**config.mk**
```make
export PLATFORM = sky130hd
export DESIGN_NAME = clock_fanout_output_control
export DESIGN_NICKNAME = d
export VERILOG_FILES = /design/src/hdl/fanout_pkg.sv /design/src/hdl/regbank_if.sv /design/src/hdl/control_bytes.sv /design/src/hdl/clock_fanout_output_control.sv
export VERILOG_INCLUDE_DIRS = /design/src /design/src/hdl
export SDC_FILE = /design/constraint.sdc
export NUM_CORES = 1
export LEC_CHECK = 0
export ABC_AREA = 1
export BUFFER_PORTS_ARGS = -buffer_cell sky130_fd_sc_hd__buf_2
export CORE_MARGIN = 8
export CORE_UTILIZATION = 48
export DETAILED_ROUTE_END_ITERATION = 16
export PLACE_DENSITY = 0.74
export SLEW_MARGIN = 40
export SYNTH_ARGS = -nofsm -noshare
export SYNTH_HDL_FRONTEND = slang
export SYNTH_SLANG_ARGS = --single-unit
export TNS_END_PERCENT = 30
```
**constraint.sdc**
```tcl
create_clock -name clk -period 2.37 [get_ports clk]
set_clock_uncertainty 0.2 [all_clocks]
set_input_delay 0.1185 -clock clk [delete_from_list [all_inputs] [get_ports clk]]
set_output_delay 0.1185 -clock clk [all_outputs]
set_load 0.02 [all_outputs]
```
**src/hdl/fanout_map.svh**
```systemverilog
`ifndef FANOUT_MAP_SVH
`define FANOUT_MAP_SVH

// ----------------------------------------------------------------
// Serial slave address and register indices
// ----------------------------------------------------------------
`define SLAVE_ADDR      7'h6e
`define IDX_CTRL0       8'h00
`define IDX_CTRL1       8'h01
`define IDX_CTRL2       8'h02
`define IDX_IDENT       8'h03

// ----------------------------------------------------------------
// Reset values and writable bit masks
// ----------------------------------------------------------------
`define CTRL0_RST       8'h07
`define CTRL1_RST       8'h66
`define CTRL2_RST       8'h00
`define CTRL0_WMASK     8'hc7
`define CTRL1_WMASK     8'h66
`define CTRL2_WMASK     8'h66

// ----------------------------------------------------------------
// Field positions in control byte 0
// ----------------------------------------------------------------
`define BIT_NORMAL_FREQ 0
`define BIT_PLL_PATH    1
`define BIT_LOW_BW      2
`define BIT_HALT_FLOAT  6
`define BIT_PD_FLOAT    7

// ----------------------------------------------------------------
// Per-pair bit positions in control bytes 1 and 2
// ----------------------------------------------------------------
`define PAIR0_BIT       3'h1
`define PAIR1_BIT       3'h2
`define PAIR2_BIT       3'h5
`define PAIR3_BIT       3'h6

// ----------------------------------------------------------------
// Synchroniser reset pattern and bit counts
// ----------------------------------------------------------------
`define PIN_SYNC_RST    10'h3ff
`define BITS_PER_BYTE   4'h8

`endif

```
**src/hdl/fanout_pkg.sv**
```systemverilog
package fanout_pkg;

  // Serial slave sequencer states
  typedef enum logic [2:0] {
    SL_IDLE,
    SL_ADDR,
    SL_INDEX,
    SL_COUNT,
    SL_WDATA,
    SL_RDATA,
    SL_DONE
  } slave_state_t;

endpackage

```
**src/hdl/regbank_if.sv**
```systemverilog
`timescale 1ns/100ps
`default_nettype none

// ----------------------------------------------------------------
// Link between serial slave and control byte store
// ----------------------------------------------------------------
interface regbank_if;
  logic       wr_en;
  logic [7:0] idx;
  logic [7:0] wr_data;
  logic [7:0] rd_data;
  logic [7:0] ctrl0;
  logic [7:0] ctrl1;
  logic [7:0] ctrl2;

  modport host  (output wr_en, idx, wr_data, input rd_data, ctrl0, ctrl1, ctrl2);
  modport store (input wr_en, idx, wr_data, output rd_data, ctrl0, ctrl1, ctrl2);
endinterface

`default_nettype wire

```
**src/hdl/control_bytes.sv**
```systemverilog
`timescale 1ns/100ps
`default_nettype none
`include "fanout_map.svh"

// ----------------------------------------------------------------
// Control byte store with registered read port
// ----------------------------------------------------------------
module control_bytes #(
  parameter logic [7:0] IDENT_CODE = 8'h5a  // Arbitrary identity value
) (
  input wire logic clk,        // System clock
  input wire logic nrst,       // Async reset, active low
  regbank_if.store bus         // Access from the serial slave
);

  logic [7:0] ctrl0;
  logic [7:0] ctrl1;
  logic [7:0] ctrl2;
  logic [7:0] rd_data;

  // Masked write data, reserved bits stay zero
  wire  [7:0] wd0 = bus.wr_data & `CTRL0_WMASK;
  wire  [7:0] wd1 = bus.wr_data & `CTRL1_WMASK;
  wire  [7:0] wd2 = bus.wr_data & `CTRL2_WMASK;

  // Read selection, unmapped indices read zero
  wire  [7:0] rd_sel = (bus.idx == `IDX_CTRL0) ? ctrl0 :
                       (bus.idx == `IDX_CTRL1) ? ctrl1 :
                       (bus.idx == `IDX_CTRL2) ? ctrl2 :
                       (bus.idx == `IDX_IDENT) ? IDENT_CODE : 8'h00;

  // Stored bytes, power-up defaults on reset
  always_ff @(posedge clk or negedge nrst) begin
    if (!nrst) begin
      ctrl0   <= `CTRL0_RST;
      ctrl1   <= `CTRL1_RST;
      ctrl2   <= `CTRL2_RST;
      rd_data <= 8'h00;
    end else begin
      if (bus.wr_en && bus.idx == `IDX_CTRL0) ctrl0 <= wd0;
      if (bus.wr_en && bus.idx == `IDX_CTRL1) ctrl1 <= wd1;
      if (bus.wr_en && bus.idx == `IDX_CTRL2) ctrl2 <= wd2;
      rd_data <= rd_sel;
    end
  end

  assign bus.ctrl0   = ctrl0;
  assign bus.ctrl1   = ctrl1;
  assign bus.ctrl2   = ctrl2;
  assign bus.rd_data = rd_data;

endmodule

`default_nettype wire

```
**src/hdl/clock_fanout_output_control.sv**
```systemverilog
`timescale 1ns/100ps
`default_nettype none
`include "fanout_map.svh"

// How it works
// Reference clock copied to four output pairs, through PLL path or around it.
// Asserted clock-stop or power-down stops outputs.
// Host releases both serial lines while power-down is asserted.
// Polarity select high inverts both gates, clock-stop and power-down.
// Gate zero enables pair zero, gate three pair three, active high.
// A pin selects PLL path or direct fan-out.
// A pin selects PLL bandwidth.
// Serial slave only, indexed block write and read.
// Answers only address 1101110, last bit 0 write, 1 read.
// Start, address, index, count, N data bytes, each acknowledged, stop.
// Host never sends zero byte count on a write.
// Byte 0 bit 0: 0 divides by two, 1 normal; resets 1.
// Byte 0 bit 1: 0 fan-out, 1 PLL; resets 1.
// Byte 0 bit 2: 0 high bandwidth, 1 low; resets 1.
// Byte 0 bits 6,7: stopped outputs driven or floated; reset 0.
// Byte 2 mask bits let each pair stop on clock-stop; reset 0.
// Register index steps by one after each data byte.
// Reserved bits 3 to 5 of byte 0 ignore writes.
module clock_fanout_output_control (
  input  wire logic       clk,                // System clock, 10 MHz
  input  wire logic       nrst,               // Async reset, active low
  input  wire logic       scl_in,             // Serial clock pin
  input  wire logic       sda_in,             // Serial data pin level
  output logic            sda_out,            // Serial data drive value
  output logic            sda_oe,             // Serial data drive enable
  input  wire logic       ref_clk_in,         // Reference clock
  input  wire logic       gate_polarity_sel,  // Inverts gate pins when high
  input  wire logic       clock_halt_n,       // Clock stop, active low
  input  wire logic       power_off_n,        // Power down, active low
  input  wire logic       oe0_in,             // Gate for pair 0
  input  wire logic       oe3_in,             // Gate for pair 3
  input  wire logic       path_pll_sel,       // High selects PLL path
  input  wire logic       loop_bandwidth_sel, // High selects low bandwidth
  output logic [3:0]      out_clk,            // Output pair clocks
  output logic [3:0]      out_float,          // Output pair floated
  output logic            div_half,           // Outputs divided by two
  output logic            pll_path,           // PLL path in use
  output logic            low_bw              // Low PLL bandwidth in use
);

  // ----------------------------------------------------------------
  // Pin synchronisers and edge detection
  // ----------------------------------------------------------------
  logic [9:0] sync1;
  logic [9:0] sync2;
  logic       scl_d;
  logic       sda_d;
  logic       ref_d;
  wire  [9:0] raw_pins = {scl_in, sda_in, ref_clk_in, gate_polarity_sel, clock_halt_n,
                          power_off_n, oe0_in, oe3_in, path_pll_sel, loop_bandwidth_sel};

  // Two flops on every pin, then one more for edges
  always_ff @(posedge clk or negedge nrst) begin
    if (!nrst) begin
      sync1 <= `PIN_SYNC_RST;
      sync2 <= `PIN_SYNC_RST;
      scl_d <= 1'b1;
      sda_d <= 1'b1;
      ref_d <= 1'b1;
    end else begin
      sync1 <= raw_pins;
      sync2 <= sync1;
      scl_d <= sync2[9];
      sda_d <= sync2[8];
      ref_d <= sync2[7];
    end
  end

  wire scl_s   = sync2[9];
  wire sda_s   = sync2[8];
  wire ref_s   = sync2[7];
  wire pol     = sync2[6];
  wire halt_act = ~(sync2[5] ^ pol);
  wire pd_act   = ~(sync2[4] ^ pol);
  wire oe0_act  = sync2[3] ^ pol;
  wire oe3_act  = sync2[2] ^ pol;
  wire path_pin = sync2[1];
  wire bw_pin   = sync2[0];

  wire scl_rise = scl_s & ~scl_d;
  wire scl_fall = ~scl_s & scl_d;
  wire sda_start = scl_s & scl_d & sda_d & ~sda_s;
  wire sda_stop  = scl_s & scl_d & ~sda_d & sda_s;

  // ----------------------------------------------------------------
  // Control byte store
  // ----------------------------------------------------------------
  regbank_if rb ();

  control_bytes u_bytes (
    .clk  (clk),
    .nrst (nrst),
    .bus  (rb.store)
  );

  // ----------------------------------------------------------------
  // Serial slave sequencer
  // ----------------------------------------------------------------
  fanout_pkg::slave_state_t st;
  logic [3:0] bitcnt;
  logic [7:0] shreg;
  logic [7:0] index;
  logic [7:0] count;
  logic       rw;
  logic       in_ack;
  logic       wr_pulse;
  logic [7:0] wr_byte;

  wire byte_done = scl_fall & ~in_ack & (bitcnt == `BITS_PER_BYTE);
  wire ack_end   = scl_fall & in_ack;
  wire addr_hit  = (shreg[7:1] == `SLAVE_ADDR);
  wire tx_bit    = (st == fanout_pkg::SL_RDATA) & ~in_ack & (bitcnt != 4'h0)
                   & (bitcnt != `BITS_PER_BYTE) & scl_fall;
  wire last_byte = (count == 8'h01);

  assign rb.wr_en   = wr_pulse;
  assign rb.idx     = index;
  assign rb.wr_data = wr_byte;

  // Byte framing, acknowledge and data movement
  always_ff @(posedge clk or negedge nrst) begin
    if (!nrst) begin
      st       <= fanout_pkg::SL_IDLE;
      bitcnt   <= 4'h0;
      shreg    <= 8'h00;
      index    <= 8'h00;
      count    <= 8'h00;
      rw       <= 1'b0;
      in_ack   <= 1'b0;
      sda_oe   <= 1'b0;
      sda_out  <= 1'b0;
      wr_pulse <= 1'b0;
      wr_byte  <= 8'h00;
    end else begin
      wr_pulse <= 1'b0;
      sda_out  <= 1'b0;
      // Step index and remaining count once a written byte lands
      if (wr_pulse) begin
        index <= index + 8'h01;
        count <= count - 8'h01;
      end
      if (pd_act || sda_stop) begin
        st     <= fanout_pkg::SL_IDLE;
        sda_oe <= 1'b0;
        in_ack <= 1'b0;
      end else if (sda_start) begin
        st     <= fanout_pkg::SL_ADDR;
        bitcnt <= 4'h0;
        in_ack <= 1'b0;
        sda_oe <= 1'b0;
      end else if (scl_rise && !in_ack && bitcnt != `BITS_PER_BYTE) begin
        shreg  <= {shreg[6:0], sda_s};
        bitcnt <= bitcnt + 4'h1;
      end else if (scl_rise && in_ack && !sda_oe && st == fanout_pkg::SL_RDATA) begin
        index <= index + 8'h01;
        count <= count - 8'h01;
        if (sda_s || last_byte) st <= fanout_pkg::SL_DONE;
      end else if (byte_done) begin
        in_ack <= 1'b1;
        bitcnt <= 4'h0;
        sda_oe <= (st != fanout_pkg::SL_IDLE) && (st != fanout_pkg::SL_DONE)
                  && (st != fanout_pkg::SL_RDATA) && (st != fanout_pkg::SL_ADDR || addr_hit);
        unique case (st)
          fanout_pkg::SL_ADDR: begin
            rw <= shreg[0];
            st <= addr_hit ? fanout_pkg::SL_INDEX : fanout_pkg::SL_IDLE;
          end
          fanout_pkg::SL_INDEX: begin
            index <= shreg;
            st    <= fanout_pkg::SL_COUNT;
          end
          fanout_pkg::SL_COUNT: begin
            count <= shreg;
            if (shreg == 8'h00) st <= fanout_pkg::SL_DONE;
            else st <= rw ? fanout_pkg::SL_RDATA : fanout_pkg::SL_WDATA;
          end
          fanout_pkg::SL_WDATA: begin
            wr_pulse <= 1'b1;
            wr_byte  <= shreg;
            if (last_byte) st <= fanout_pkg::SL_DONE;
          end
          fanout_pkg::SL_IDLE, fanout_pkg::SL_RDATA, fanout_pkg::SL_DONE: begin
          end
        endcase
      end else if (ack_end) begin
        in_ack <= 1'b0;
        if (st == fanout_pkg::SL_RDATA) begin
          shreg  <= rb.rd_data;
          sda_oe <= ~rb.rd_data[7];
          bitcnt <= 4'h0;
        end else begin
          sda_oe <= 1'b0;
        end
      end else if (tx_bit) begin
        sda_oe <= ~shreg[7];
      end else if (scl_fall && st == fanout_pkg::SL_RDATA && bitcnt == 4'h0) begin
        sda_oe <= sda_oe;
      end
    end
  end

  // ----------------------------------------------------------------
  // Output gating
  // ----------------------------------------------------------------
  function automatic logic [2:0] pair_bit(input logic [1:0] p);
    unique case (p)
      2'h0:    pair_bit = `PAIR0_BIT;
      2'h1:    pair_bit = `PAIR1_BIT;
      2'h2:    pair_bit = `PAIR2_BIT;
      default: pair_bit = `PAIR3_BIT;
    endcase
  endfunction

  logic       half;
  wire  [3:0] pin_gate = {oe3_act, 1'b1, 1'b1, oe0_act};
  wire  [3:0] reg_gate;
  wire  [3:0] halt_mask;
  genvar g;
  for (g = 0; g < 4; g++) begin : g_pair
    assign reg_gate[g]  = rb.ctrl1[pair_bit(2'(g))];
    assign halt_mask[g] = rb.ctrl2[pair_bit(2'(g))];
  end
  wire  [3:0] halt_stop = {4{halt_act}} & halt_mask;
  wire  [3:0] stop      = {4{pd_act}} | halt_stop | ~(pin_gate & reg_gate);
  wire  [3:0] flt       = pd_act ? {4{rb.ctrl0[`BIT_PD_FLOAT]}}
                                 : halt_stop & {4{rb.ctrl0[`BIT_HALT_FLOAT]}};
  wire        base_clk  = rb.ctrl0[`BIT_NORMAL_FREQ] ? ref_s : half;

  // Divider, pair clocks and mode outputs
  always_ff @(posedge clk or negedge nrst) begin
    if (!nrst) begin
      half      <= 1'b0;
      out_clk   <= 4'h0;
      out_float <= 4'h0;
      div_half  <= 1'b0;
      pll_path  <= 1'b0;
      low_bw    <= 1'b0;
    end else begin
      if (ref_s && !ref_d) half <= ~half;
      out_clk   <= {4{base_clk}} & ~stop;
      out_float <= flt;
      div_half  <= ~rb.ctrl0[`BIT_NORMAL_FREQ];
      pll_path  <= path_pin & rb.ctrl0[`BIT_PLL_PATH];
      low_bw    <= bw_pin & rb.ctrl0[`BIT_LOW_BW];
    end
  end

endmodule

`default_nettype wire

```
; Word-level counts from Yosys, hierarchy flattened
; Index checks and enable logic that the tools add are counted.
[totals]
mem_count = 0
latchBits = 0
out_inout_bits = 13
wordCells = 192
inputBits = 12
mem_bits_ro = 0
ram_bits = 0
register_bits = 99
[op_classes]
reduce_logical = 37
eq_ne = 22
div = 0
addsub = 3
n_bitwise = 43
muxes = 62
n_mul = 0
shifts = 0
magnitude_cmp = 0
[op_table]
columns = operator, n
row1 = $mux 8, 22
row2 = $mux 4, 7
row3 = $mux 1, 22
row4 = $mux 3, 7
row5 = $reduce_bool 4->1, 5
row6 = $reduce_and 6->1, 3
row7 = $and 1x1->1, 16
row8 = $and 4x4->4, 4
row9 = $eq 8x1->1 const B, 2
row10 = $eq 8x2->1 const B, 2
row11 = $logic_not 8->1, 2
row12 = $ne 3x3->1 const B, 5
row13 = $not 1->1, 15
row14 = $logic_and 1x1->1, 12
row15 = $pmux 3 s4, 1
row16 = $add 8x1->8 const B, 1
row17 = $not 4->4, 2
row18 = $or 4x4->4, 2
row19 = $sub 8x1->8 const B, 1
row20 = $eq 7x7->1 const B, 1
row21 = $mux 7, 1
row22 = $reduce_bool 7->1, 1
row23 = $eq 3x2->1 const B, 2
row24 = $eq 3x3->1 const B, 2
row25 = other kinds (19), 29

; Depth between registers and ports, before layout
; Gate-level depths: netlist (run 1).
[depth]
ltp_word = 12
ltp_mapped = 12

; By module
; Synthesis (run 1) repeated with hierarchy kept, for this count alone.
[hier_totals]
hier_cells = 645
hier_area_um2 = 5181.2
[modules_own_cells]
columns = module, area_per_inst_um2, instances, cells_per_inst, seq_area_each_um2
row1 = clock_fanout_output_control, 4149.0, 1, 521, 1980.6
row2 = control_bytes, 1032.2, 1, 124, 509.2

; Worst setup path after synthesis (run 1)
; No wires, ideal clock.
[synth_path]
path_kind = register to register
start = register bitcnt[0]
end = register index[3]
stages_incl_launch_ff = 12
required_ps = 2046
setup_time_ps = 124
setup_slack_ps = 492
arrival_ps = 1554
cell_sequence = dfrtp_1 inv_1 ha_1 nand3_1 nand2_1 buf_4 nand2_1 inv_1 nand2_1 inv_1 nand3_1 nand3_1
[synth_via]
elab_chain_cells = 7
[synth_rtl]
columns = element, line_no
row1 = from (decl), clock_fanout_output_control.sv:105  ; logic [3:0] bitcnt;
row2 = from (signal assigned), clock_fanout_output_control.sv:158  ; bitcnt <= bitcnt + 4'h1;
row3 = $eq 4x4->1 (no line), n/a
row4 = $and 1x1->1, clock_fanout_output_control.sv:114  ; wire byte_done = scl_fall & ~in_ack & (bitcnt == `BITS_PER_BYTE);
row5 = $mux 8, clock_fanout_output_control.sv:163  ; end else if (byte_done) begin
row6 = $mux 8, clock_fanout_output_control.sv:159  ; end else if (scl_rise && in_ack && !sda_oe && st == fanout_pkg::SL_RDATA) begin
row7 = $mux 8 *, clock_fanout_output_control.sv:156  ; end else if (scl_rise && !in_ack && bitcnt != `BITS_PER_BYTE) begin
row8 = $mux 8 *, clock_fanout_output_control.sv:151  ; end else if (sda_start) begin
row9 = $mux 8 *, clock_fanout_output_control.sv:147  ; if (pd_act || sda_stop) begin
row10 = to (signal assigned), clock_fanout_output_control.sv:144  ; index <= index + 8'h01;
row11 = to (signal assigned), clock_fanout_output_control.sv:160  ; index <= index + 8'h01;
row12 = to (signal assigned), clock_fanout_output_control.sv:174  ; index <= shreg;
row13 = to (decl), clock_fanout_output_control.sv:107  ; logic [7:0] index;
; Mark *: on every way between the ends. The rest lies on a longest branch, timed or not.
; A chain may end at the register's enable or synchronous reset.

; Worst setup path after layout (run 1)
[layout_path]
start = register sync2[9]
end = register bitcnt[3]
[layout_via]
elab_chain_cells = 8
[layout_rtl]
columns = element, line_no
row1 = from (decl), clock_fanout_output_control.sv:50  ; logic [9:0] sync2;
row2 = from (signal assigned), clock_fanout_output_control.sv:61  ; sync2 <= `PIN_SYNC_RST;
row3 = from (signal assigned), clock_fanout_output_control.sv:67  ; sync2 <= sync1;
row4 = $not 1->1, clock_fanout_output_control.sv:86  ; wire scl_fall = ~scl_s & scl_d;
row5 = $and 1x1->1, clock_fanout_output_control.sv:86
row6 = $and 1x1->1 (2 in a row), clock_fanout_output_control.sv:114
row7 = $mux 4, clock_fanout_output_control.sv:163
row8 = $mux 4, clock_fanout_output_control.sv:159
row9 = $mux 4, clock_fanout_output_control.sv:156
row10 = $mux 4, clock_fanout_output_control.sv:151
; Several ways; a longest one is shown, not always the timed one. The select of a mux whose other input is x is not followed.

==> run summary, run 1 <==
Clock Latency Late Sink - 0.38 ns
setup repair after global routing missed its margin - false
Post-synth top flop - dfrtp_1
# DRC - 0
setup total negative slack - 0 ns
met3 WL - 462 um
net count reported at finish - 714
Worst EP required - 2.47 ns
Non-Filler Instances - 835
fin crit period - 2.14 ns
FF-to-FF path depth - 8
Synth area leaders - dfrtp_1, nand2_1, dfstp_2, inv_1, o21ai_0
leading area contributor after synthesis - dfrtp_1
core footprint - 0.0102 mm^2
P&R area growth vs syn - 11.9%
hold crit path type - input port to async pin
Final WS setup - 0.234 ns
GP Congestion - 0.848
f_max - 468 MHz
initial antenna violation count - 0
syn nets - 672
placed cell areas - 0.00526 mm^2
Reg2Reg Capture Point - bitcnt[3]
sequential share of the synthesized area - 49.1%
post-route ant nets - 0
Root Driver - clkbuf_8
initial DRC count - 333
period utilisation layout - 90.1%
total power - 0.00306 W
CTS tree - yes
routed metal-1 wirelength - 5000 um
Post-Syn Area per Cell - 7.62 um^2
cell leakage power - 2.86 nW
Worst Path Arrival - 2.24 ns
Die H - 118 um
Slew Viols, Final - 0
vias in the first global route - 4122
Startpoint Class - flip-flop
Final Setup Violations - 0
VDD IR max - 0.447 mV
initial core utilization - 48.8%
Detailed Routing Iterations Pass 1 - 5
async set or reset register ratio after synthesis - 100%
max_slew headroom - 66.6%
Detail Placement HPWL - 8040 um
post-CTS sizing - 0
I/O pins - 25
routed wl met2 - 5150 um
number of flops mapped to enable cells by yosys - 0
GR Overflow Total - 0
total routed wirelength - 10900 um
cts hold-fix bufs - 11
Clock Path Buffers - 2
ratio of cells with drive above 1 in the final layout - 13.0%
total of max-cap violations - 0
Post-Syn Area - 0.00497 mm^2
most common cell in the netlist - nand2_1
Worst-path clk slew - 0.10 ns
first-pass GRT wire length - 18700 um
PortBufs - 23
total global routing track utilization - 16.2%
dpl ws - 0.250 ns
WS Path Type - flip-flop to flip-flop
pwr/cell area - 550 mW/mm^2
FF+latch count, synth - 96
synth unique cells - 34
clock sink total - 96
Vias/cell - 5.06
Rows - 37
fill cell count - 949
worst slew pin tran - 0.496 ns
Final Instance Area - 0.00556 mm^2
total die area - 0.0139 mm^2
Cells after Synth - 652
total number of yosys warnings - 0
Commonest cells post-synth - nand2_1, inv_1, dfrtp_1
H-tree levels - 3
Post-CTS Setup Bufs - 0
top sig layer - met4
final hold violations - 0
worst-path maximum fanout - 6
area share of the largest cell type after synthesis - 33.2%
via count - 4221
status - completed
largest net degree at the start of global routing - 40
WL/cell - 13.0 um
CP endpoint kind - flip-flop
cts bufs inserted - 9
ANT cells - 0
worst reg2reg startpoint - sync2[9]
Die X - 118 um
r2r setup slk - 0.23 ns
Placed Cells incl. Taps - 808
-- registers in the layout (all words and copies together) (netlist names), 3 cells and up --
register	cells
sync1	10
rb.wr_data	6
out_clk	4
count	8
u_bytes.bus.ctrl0	5
sync2	10
st	3
u_bytes.bus.ctrl1	4
bitcnt	4
u_bytes.bus.ctrl2	4
u_bytes.bus.rd_data	7
shreg	8
out_float	4
index	8
-- through the flow --
stage / utilization [%] / hold WS [ns]
global placement: 51.7 / -0.115
finish: 54.6 / 0.0177
floorplan: - / -0.377
CTS: 54.6 / 0.0182
global route: 54.6 / 0.0384
detailed placement: 51.7 / -0.114
-- cell families after synthesis --
kind of cell,share of synthesized area (%)
AO/OA/AOI/OAI,9.54
other,0.0755
adder cells (fa/ha/maj),2.01
buffers and inverters,7.98
flip-flops,49.1
XOR/XNOR,1.59
AND/OR/NAND/NOR,29.7
-- worst max-delay path by stage --
stage	startpoint	endpoint	slack, ns	depth (start not counted)
floorplan	bitcnt[0]	index[3]	0.49	11
global placement	scl_d	bitcnt[3]	0.31	8
detailed placement	sync2[9]	bitcnt[3]	0.25	8
CTS	sync2[9]	bitcnt[3]	0.22	8
global route	sync2[9]	bitcnt[3]	0.03	8
finish	sync2[9]	bitcnt[3]	0.23	8
-- cell usage in the layout (no fill, tap or decap), types with 2 or more instances in the layout --
cell type      instances
nor3_4                 2
buf_4                  6
dfstp_2               30
a21oi_1               27
nand2_4                2
nand2_1              218
nor3_1                 3
nor4_1                 2
inv_6                  2
inv_1                 90
ha_1                   8
buf_2                 22
inv_2                  2
nand2_2                3
inv_8                  3
clkbuf_8               9
o21ai_0               60
dfrtp_1               66
nand3_1               49
nand4_1                3
nor3b_1                2
dlygate4sd3_1         11
nor2_1                56
xor2_1                 8
-- layout make-up --
cell class | instances | area (um^2) | share of cell area [%]
clock buffers | 10 | 128 | 2.30
inverters | 92 | 345 | 6.21
clock inverters | 6 | 57.6 | 1.04
flip-flops and latches | 96 | 2440 | 43.9
repair buffers | 40 | 285 | 5.13
multi-input cells | 455 | 2130 | 38.4
well taps | 136 | 170 | 3.06
-- layer usage --
layer  global-route usage [%]  vias up
li1                         -     2125
met5                        0        -
met3                     3.55       18
met2                     26.2       94
met4                     6.49        0
met1                     20.7     1984
-- critical path: stages (launching register included) --
cell and delay, ns:
dfstp_2 0.57, nand2_1 0.07, nor2_1 0.39, inv_1 0.17, nand2_1 0.10, nor2_1 0.04
nor2_1 0.31, nand3_1 0.11, o21ai_0 0.10
-- power breakdown --
group | total [W] | switching (W) | internal [W]
Sequential | 0.00174 | 0.0000336 | 0.00171
Combinational | 0.000264 | 0.000176 | 0.0000882
Clock | 0.00105 | 0.000642 | 0.000413
Total | 0.00306 | 0.000851 | 0.00221
No activity file was read; power rests on OpenSTA's default activity.
==> run 2: changes to the inputs <==
==> constraint.sdc (replaced) <==
create_clock -name clk -period 2.37 [get_ports clk]
set_clock_uncertainty 0.2 [all_clocks]
set_input_delay 0.237 -clock clk [delete_from_list [all_inputs] [get_ports clk]]
set_output_delay 0.237 -clock clk [all_outputs]
set_load 0.02 [all_outputs]
==> run 2 against run 1 <==
Compared with the run above: cell area is 0.16% higher; critical path type unchanged; setup slack better by 0.011 ns; sequential share of layout area decreased by 0.069 points; non-clock buffer count is the same; core utilization up 0.086 points; worst hold slack gained 0.13 ns; register-to-register slack barely moved; critical path depth is the same; power grew 0.68%; highest routed layer unchanged; fmax is 0.50% higher; flip-flop and latch count did not move; via count up 0.50%.
==> run summary, run 2 (synthesis results as in run 1) <==
status - completed
fin crit period - 2.13 ns
GP Congestion - 0.862
Slew Viols, Final - 0
core footprint - 0.0102 mm^2
FF-to-FF path depth - 8
CP max stage delay - 0.57 ns
CTS tree - yes
Worst-path clk slew - 0.11 ns
net count reported at finish - 714
total routed wirelength - 11200 um
placed cell areas - 0.00526 mm^2
pwr/cell area - 553 mW/mm^2
vias in the first global route - 4135
P&R area growth vs syn - 12.0%
initial DRC count - 301
# DRC - 0
Detail Placement HPWL - 8240 um
Vias/cell - 5.08
Final Setup Violations - 0
first-pass GRT wire length - 19300 um
Clock Path Buffers - 2
largest net degree at the start of global routing - 40
setup repair after global routing missed its margin - false
cts hold-fix bufs - 11
Startpoint Class - flip-flop
WS Path Type - flip-flop to flip-flop
Worst path depth - 8
WP buf/inv - 1
Detailed Routing Iterations Pass 1 - 5
initial antenna violation count - 0
CP max stage cell - dfstp_2
total die area - 0.0139 mm^2
final hold violations - 0
worst-path maximum fanout - 6
period utilisation layout - 89.7%
post-CTS sizing - 0
post-route ant nets - 0
Post-CTS Setup Bufs - 0
fill cell count - 967
Final Instance Area - 0.00557 mm^2
f_max - 471 MHz
PortBufs - 23
total global routing track utilization - 16.9%
Crit path max-delay family - simple AND/OR/NAND/NOR gates
WL/cell - 13.4 um
hold crit path type - flip-flop to flip-flop
Root Driver - clkbuf_8
Worst Path Arrival - 2.22 ns
Largest regs - sync1: 10 flops, sync2: 10 flops
GR Overflow Total - 0
Clock Latency Late Sink - 0.38 ns
VDD IR max - 0.488 mV
CP most frequent cell - nor2_1
initial core utilization - 48.8%
CP endpoint kind - flip-flop
Rows - 37
Worst EP required - 2.47 ns
ratio of cells with drive above 1 in the final layout - 13.2%
cell leakage power - 2.86 nW
ANT cells - 0
I/O pins - 25
clock sink total - 96
total of max-cap violations - 0
H-tree levels - 3
via count - 4242
cell chain of the critical path - nand2_1 > nor2_1 > inv_1 > nand2_1 > nor2_1 > nor2_1 > nand3_1 > o21ai_0
most frequent cells in the layout - nand2_1, inv_1, dfrtp_1
Die H - 118 um
Die X - 118 um
Hold Path Cell Cnt - 0
cts bufs inserted - 9
total power - 0.00308 W
most common cell after layout, fill and taps aside - nand2_1
setup total negative slack - 0 ns
## run 2: power by group
part / internal, W / total, W / switching (W)
Combinational: 0.0000885 / 0.000264 / 0.000176
Clock: 0.000437 / 0.00107 / 0.000636
Sequential: 0.00171 / 0.00174 / 0.0000360
Total: 0.00223 / 0.00308 / 0.000848
## run 2: final timing paths
| path | startpoint | end | slack (ns) |
|---|---|---|---|
| hold reg to reg | sync1[8] | sync2[8] | 0.14 |
| setup / recovery | sync2[9] | bitcnt[2] | 0.24 |
| setup reg to reg | sync2[9] | bitcnt[2] | 0.24 |
| hold / removal | sync1[8] | sync2[8] | 0.14 |
| min in group asynchronous | nrst | count[7] | 0.15 |
| max in group asynchronous | nrst | sync2[7] | 1.08 |
## run 2: worst register-to-register path: cells and delay by family, from the launching register on
family / cells / cell delay (ns)
AOI/OAI and AO/OA: 1 / 0.10
buffers and inverters: 1 / 0.17
DFF: 1 / 0.57
and+or+nand+nor: 6 / 1.02
## run 2: cell type report
class,instances,area [um^2],share of cell area [%]
Clock buffer,10,138,2.47
Clock inverter,6,56.3,1.01
Inverter,92,345,6.20
Multi-Input combinational cell,455,2130,38.3
Sequential cell,96,2440,43.8
Tap cell,136,170,3.06
Timing Repair Buffer,40,285,5.12
## run 2: routing by layer
metal / share of wire [%] / vias to the layer above / track usage (%)
li1: - / 2119 / -
met1: 45 / 2000 / 20.9
met2: 48 / 100 / 28.2
met3: 4.0 / 23 / 3.45
met4: 2.5 / 0 / 6.65
met5: 0 / - / 0
## run 2: stage by stage
step | setup WS [ns] | std cells | hold WS [ns] | utilization, %
2_1_floorplan | 0.492 | 652 | -0.259 | -
3_3_place_gp | 0.312 | 808 | 0.0287 | 51.7
3_5_place_dp | 0.281 | 808 | 0.0289 | 51.7
4_1_cts | 0.241 | 835 | 0.152 | 54.7
5_1_grt | 0.0534 | 835 | 0.151 | 54.7
6_report | 0.245 | 835 | 0.144 | 54.7
==> run 3: changes to the inputs <==
--- a/config.mk
+++ b/config.mk
@@ -6,7 +6,6 @@
 export SDC_FILE = /design/constraint.sdc
 export NUM_CORES = 1
 export LEC_CHECK = 0
-export ABC_AREA = 1
 export BUFFER_PORTS_ARGS = -buffer_cell sky130_fd_sc_hd__buf_2
 export CORE_MARGIN = 8
 export CORE_UTILIZATION = 48
==> run 3 against run 2 <==
Compared with the run above: via count fell by 14%; setup slack got worse by 0.21 ns; sequential share of layout area fell by 0.22 points; critical path depth fell by 2; synthesized cell count fell by 33%; wire length fell by 2.7%; cell count fell by 23%; worst hold slack improved by 0.017 ns; combinational power rose by 71%; sequential power rose by 5%; first-iteration DRC count fell by 9.6%; critical path type unchanged; largest power group unchanged; highest routed layer unchanged.
==> run summary, run 3 <==
hold crit path type - flip-flop to flip-flop
core footprint - 0.00973 mm^2
most common cell after layout, fill and taps aside - dfrtp_1
sequential share of the synthesized area - 51.2%
total die area - 0.0134 mm^2
period utilisation layout - 98.3%
synth unique cells - 69
Commonest cells post-synth - dfrtp_1, nand2_1, nor2_1
cell leakage power - 2.50 nW
GP Congestion - 0.854
WL/cell - 16.9 um
syn nets - 460
worst slew pin tran - 0.734 ns
Worst Path Arrival - 2.40 ns
WP buf/inv - 1
initial antenna violation count - 0
initial DRC count - 272
Worst EP required - 2.44 ns
CP max stage cell - dfstp_2
Clock Path Buffers - 2
GR Overflow Total - 0
fin crit period - 2.33 ns
net count reported at finish - 523
post-route ant nets - 0
Rows - 36
Post-Syn Area - 0.00477 mm^2
Post-Syn Area per Cell - 10.8 um^2
Worst-path clk slew - 0.10 ns
ANT cells - 0
max_slew headroom - 50.5%
total of max-cap violations - 0
CP endpoint kind - flip-flop
CP max stage delay - 0.54 ns
Clock Latency Late Sink - 0.36 ns
cts bufs inserted - 9
ratio of cells with drive above 1 in the final layout - 29.7%
VDD IR max - 0.345 mV
pwr/cell area - 595 mW/mm^2
Finished Core Util - 57.5%
Startpoint Class - flip-flop
async set or reset register ratio after synthesis - 100%
Crit path max-delay family - simple AND/OR/NAND/NOR gates
Detailed Routing Iterations Pass 1 - 4
FF+latch count, synth - 96
Post-synth top flop - dfrtp_1
total number of yosys warnings - 0
P&R area growth vs syn - 17.3%
largest net degree at the start of global routing - 48
via count - 3639
Die H - 116 um
clock sink total - 96
total routed wirelength - 10900 um
# DRC - 0
final hold violations - 0
number of flops mapped to enable cells by yosys - 0
vias in the first global route - 3797
initial core utilization - 49.0%
Vias/cell - 5.68
Largest regs - sync1: 10 flops, sync2: 10 flops
total global routing track utilization - 17.4%
cell chain of the critical path - or3b_4 > buf_4 > or3_4 > mux2_2 > nor2_1 > a311oi_1
leading area contributor after synthesis - dfrtp_1
worst-path maximum fanout - 13
f_max - 429 MHz
Die X - 116 um
Root Driver - clkbuf_8
Min Hold Slack - 0.161 ns
most common cell in the netlist - dfrtp_1
H-tree levels - 3
PortBufs - 23
area share of the largest cell type after synthesis - 34.6%
status - completed
Cells after Synth - 440
WS Path Type - flip-flop to flip-flop
Synth area leaders - dfrtp_1, dfstp_2, mux2_2, nand2_1, nor2_1
Detail Placement HPWL - 7740 um
Slew Viols, Final - 0
Final Setup Violations - 0
I/O pins - 25
CTS tree - yes
first-pass GRT wire length - 18200 um
most frequent cells in the layout - dfrtp_1, nand2_1, buf_4
[run 3: cell types whose count changed in the layout (fill, tap and decap cells not counted), sizes merged, moves of 13 or more]
| cell | before | now |
|---|---|---|
| buf | 29 | 59 |
| inv | 97 | 12 |
| mux2 | 0 | 28 |
| nand2 | 223 | 38 |
| nand3 | 49 | 17 |
| nor2 | 59 | 33 |
| o21ai | 60 | 21 |
| xnor2 | 1 | 14 |
[run 3: final cells by class]
type | count | area [um^2]
Sequential cell | 96 | 2440
Multi-Input combinational cell | 316 | 2240
Clock buffer | 10 | 138
Inverter | 10 | 37.5
Fill cell | 854 | 4140
Clock inverter | 6 | 58.8
Tap cell | 133 | 166
Timing Repair Buffer | 70 | 510
[run 3: cells by family (layout without fill, tap and decap cells)]
kind of cell	count (synthesis)	in the layout	synth area share, %
xor gates and xnor gates	27	27	5.12
DFF	96	96	51.2
muxes	38	38	8.71
adders and majority gates	8	8	2.10
and+or+nand+nor	153	153	17.5
other	1	1	0.0787
buffers and inverters	28	96	2.68
AOI/OAI and AO/OA	89	89	12.7
[run 3: repair_timing]
item,4_1_cts,5_1_grt
setup buffers,1,3
endpoints found under the hold margin,46,0
pin swaps,1,2
hold buffers,11,0
endpoints found under the setup margin,8,12
resized for setup,2,8
[run 3: per-layer routing]
layer,up-vias,global-route usage [%],share of wire [%]
li1,1719,-,-
met1,1813,22.0,45
met2,87,28.6,49
met3,20,2.45,4.2
met4,0,8.47,2.1
met5,-,0,0
[run 3: worst paths after layout]
check / start / end / slack, ns / cells past startpoint
max: scl_d / index[4] / 0.04 / 6
min: sync1[3] / sync2[3] / 0.16 / 0
max reg2reg: scl_d / index[4] / 0.04 / 6
min reg2reg: sync1[3] / sync2[3] / 0.16 / 0
max in group asynchronous: nrst / sda_d / 1.03 / 3
min in group asynchronous: nrst / count[5] / 0.23 / 2
[run 3: stage by stage]
stage               setup WS [ns]  cells  cell area (um^2)  power, W  TNS (ns)
global route             -0.00766    641              5590   0.00348   -0.0105
global placement           0.0509    610              5210   0.00224         0
floorplan                  0.0830    440              4770   0.00208         0
CTS                       0.00944    638              5540   0.00334         0
detailed placement       -0.00616    610              5210   0.00226  -0.00616
finish                     0.0395    641              5590   0.00333         0
[run 3: power by group]
group	switching, W	internal [W]
Clock	0.000623	0.000436
Combinational	0.000243	0.000208
Sequential	0.0000929	0.00173
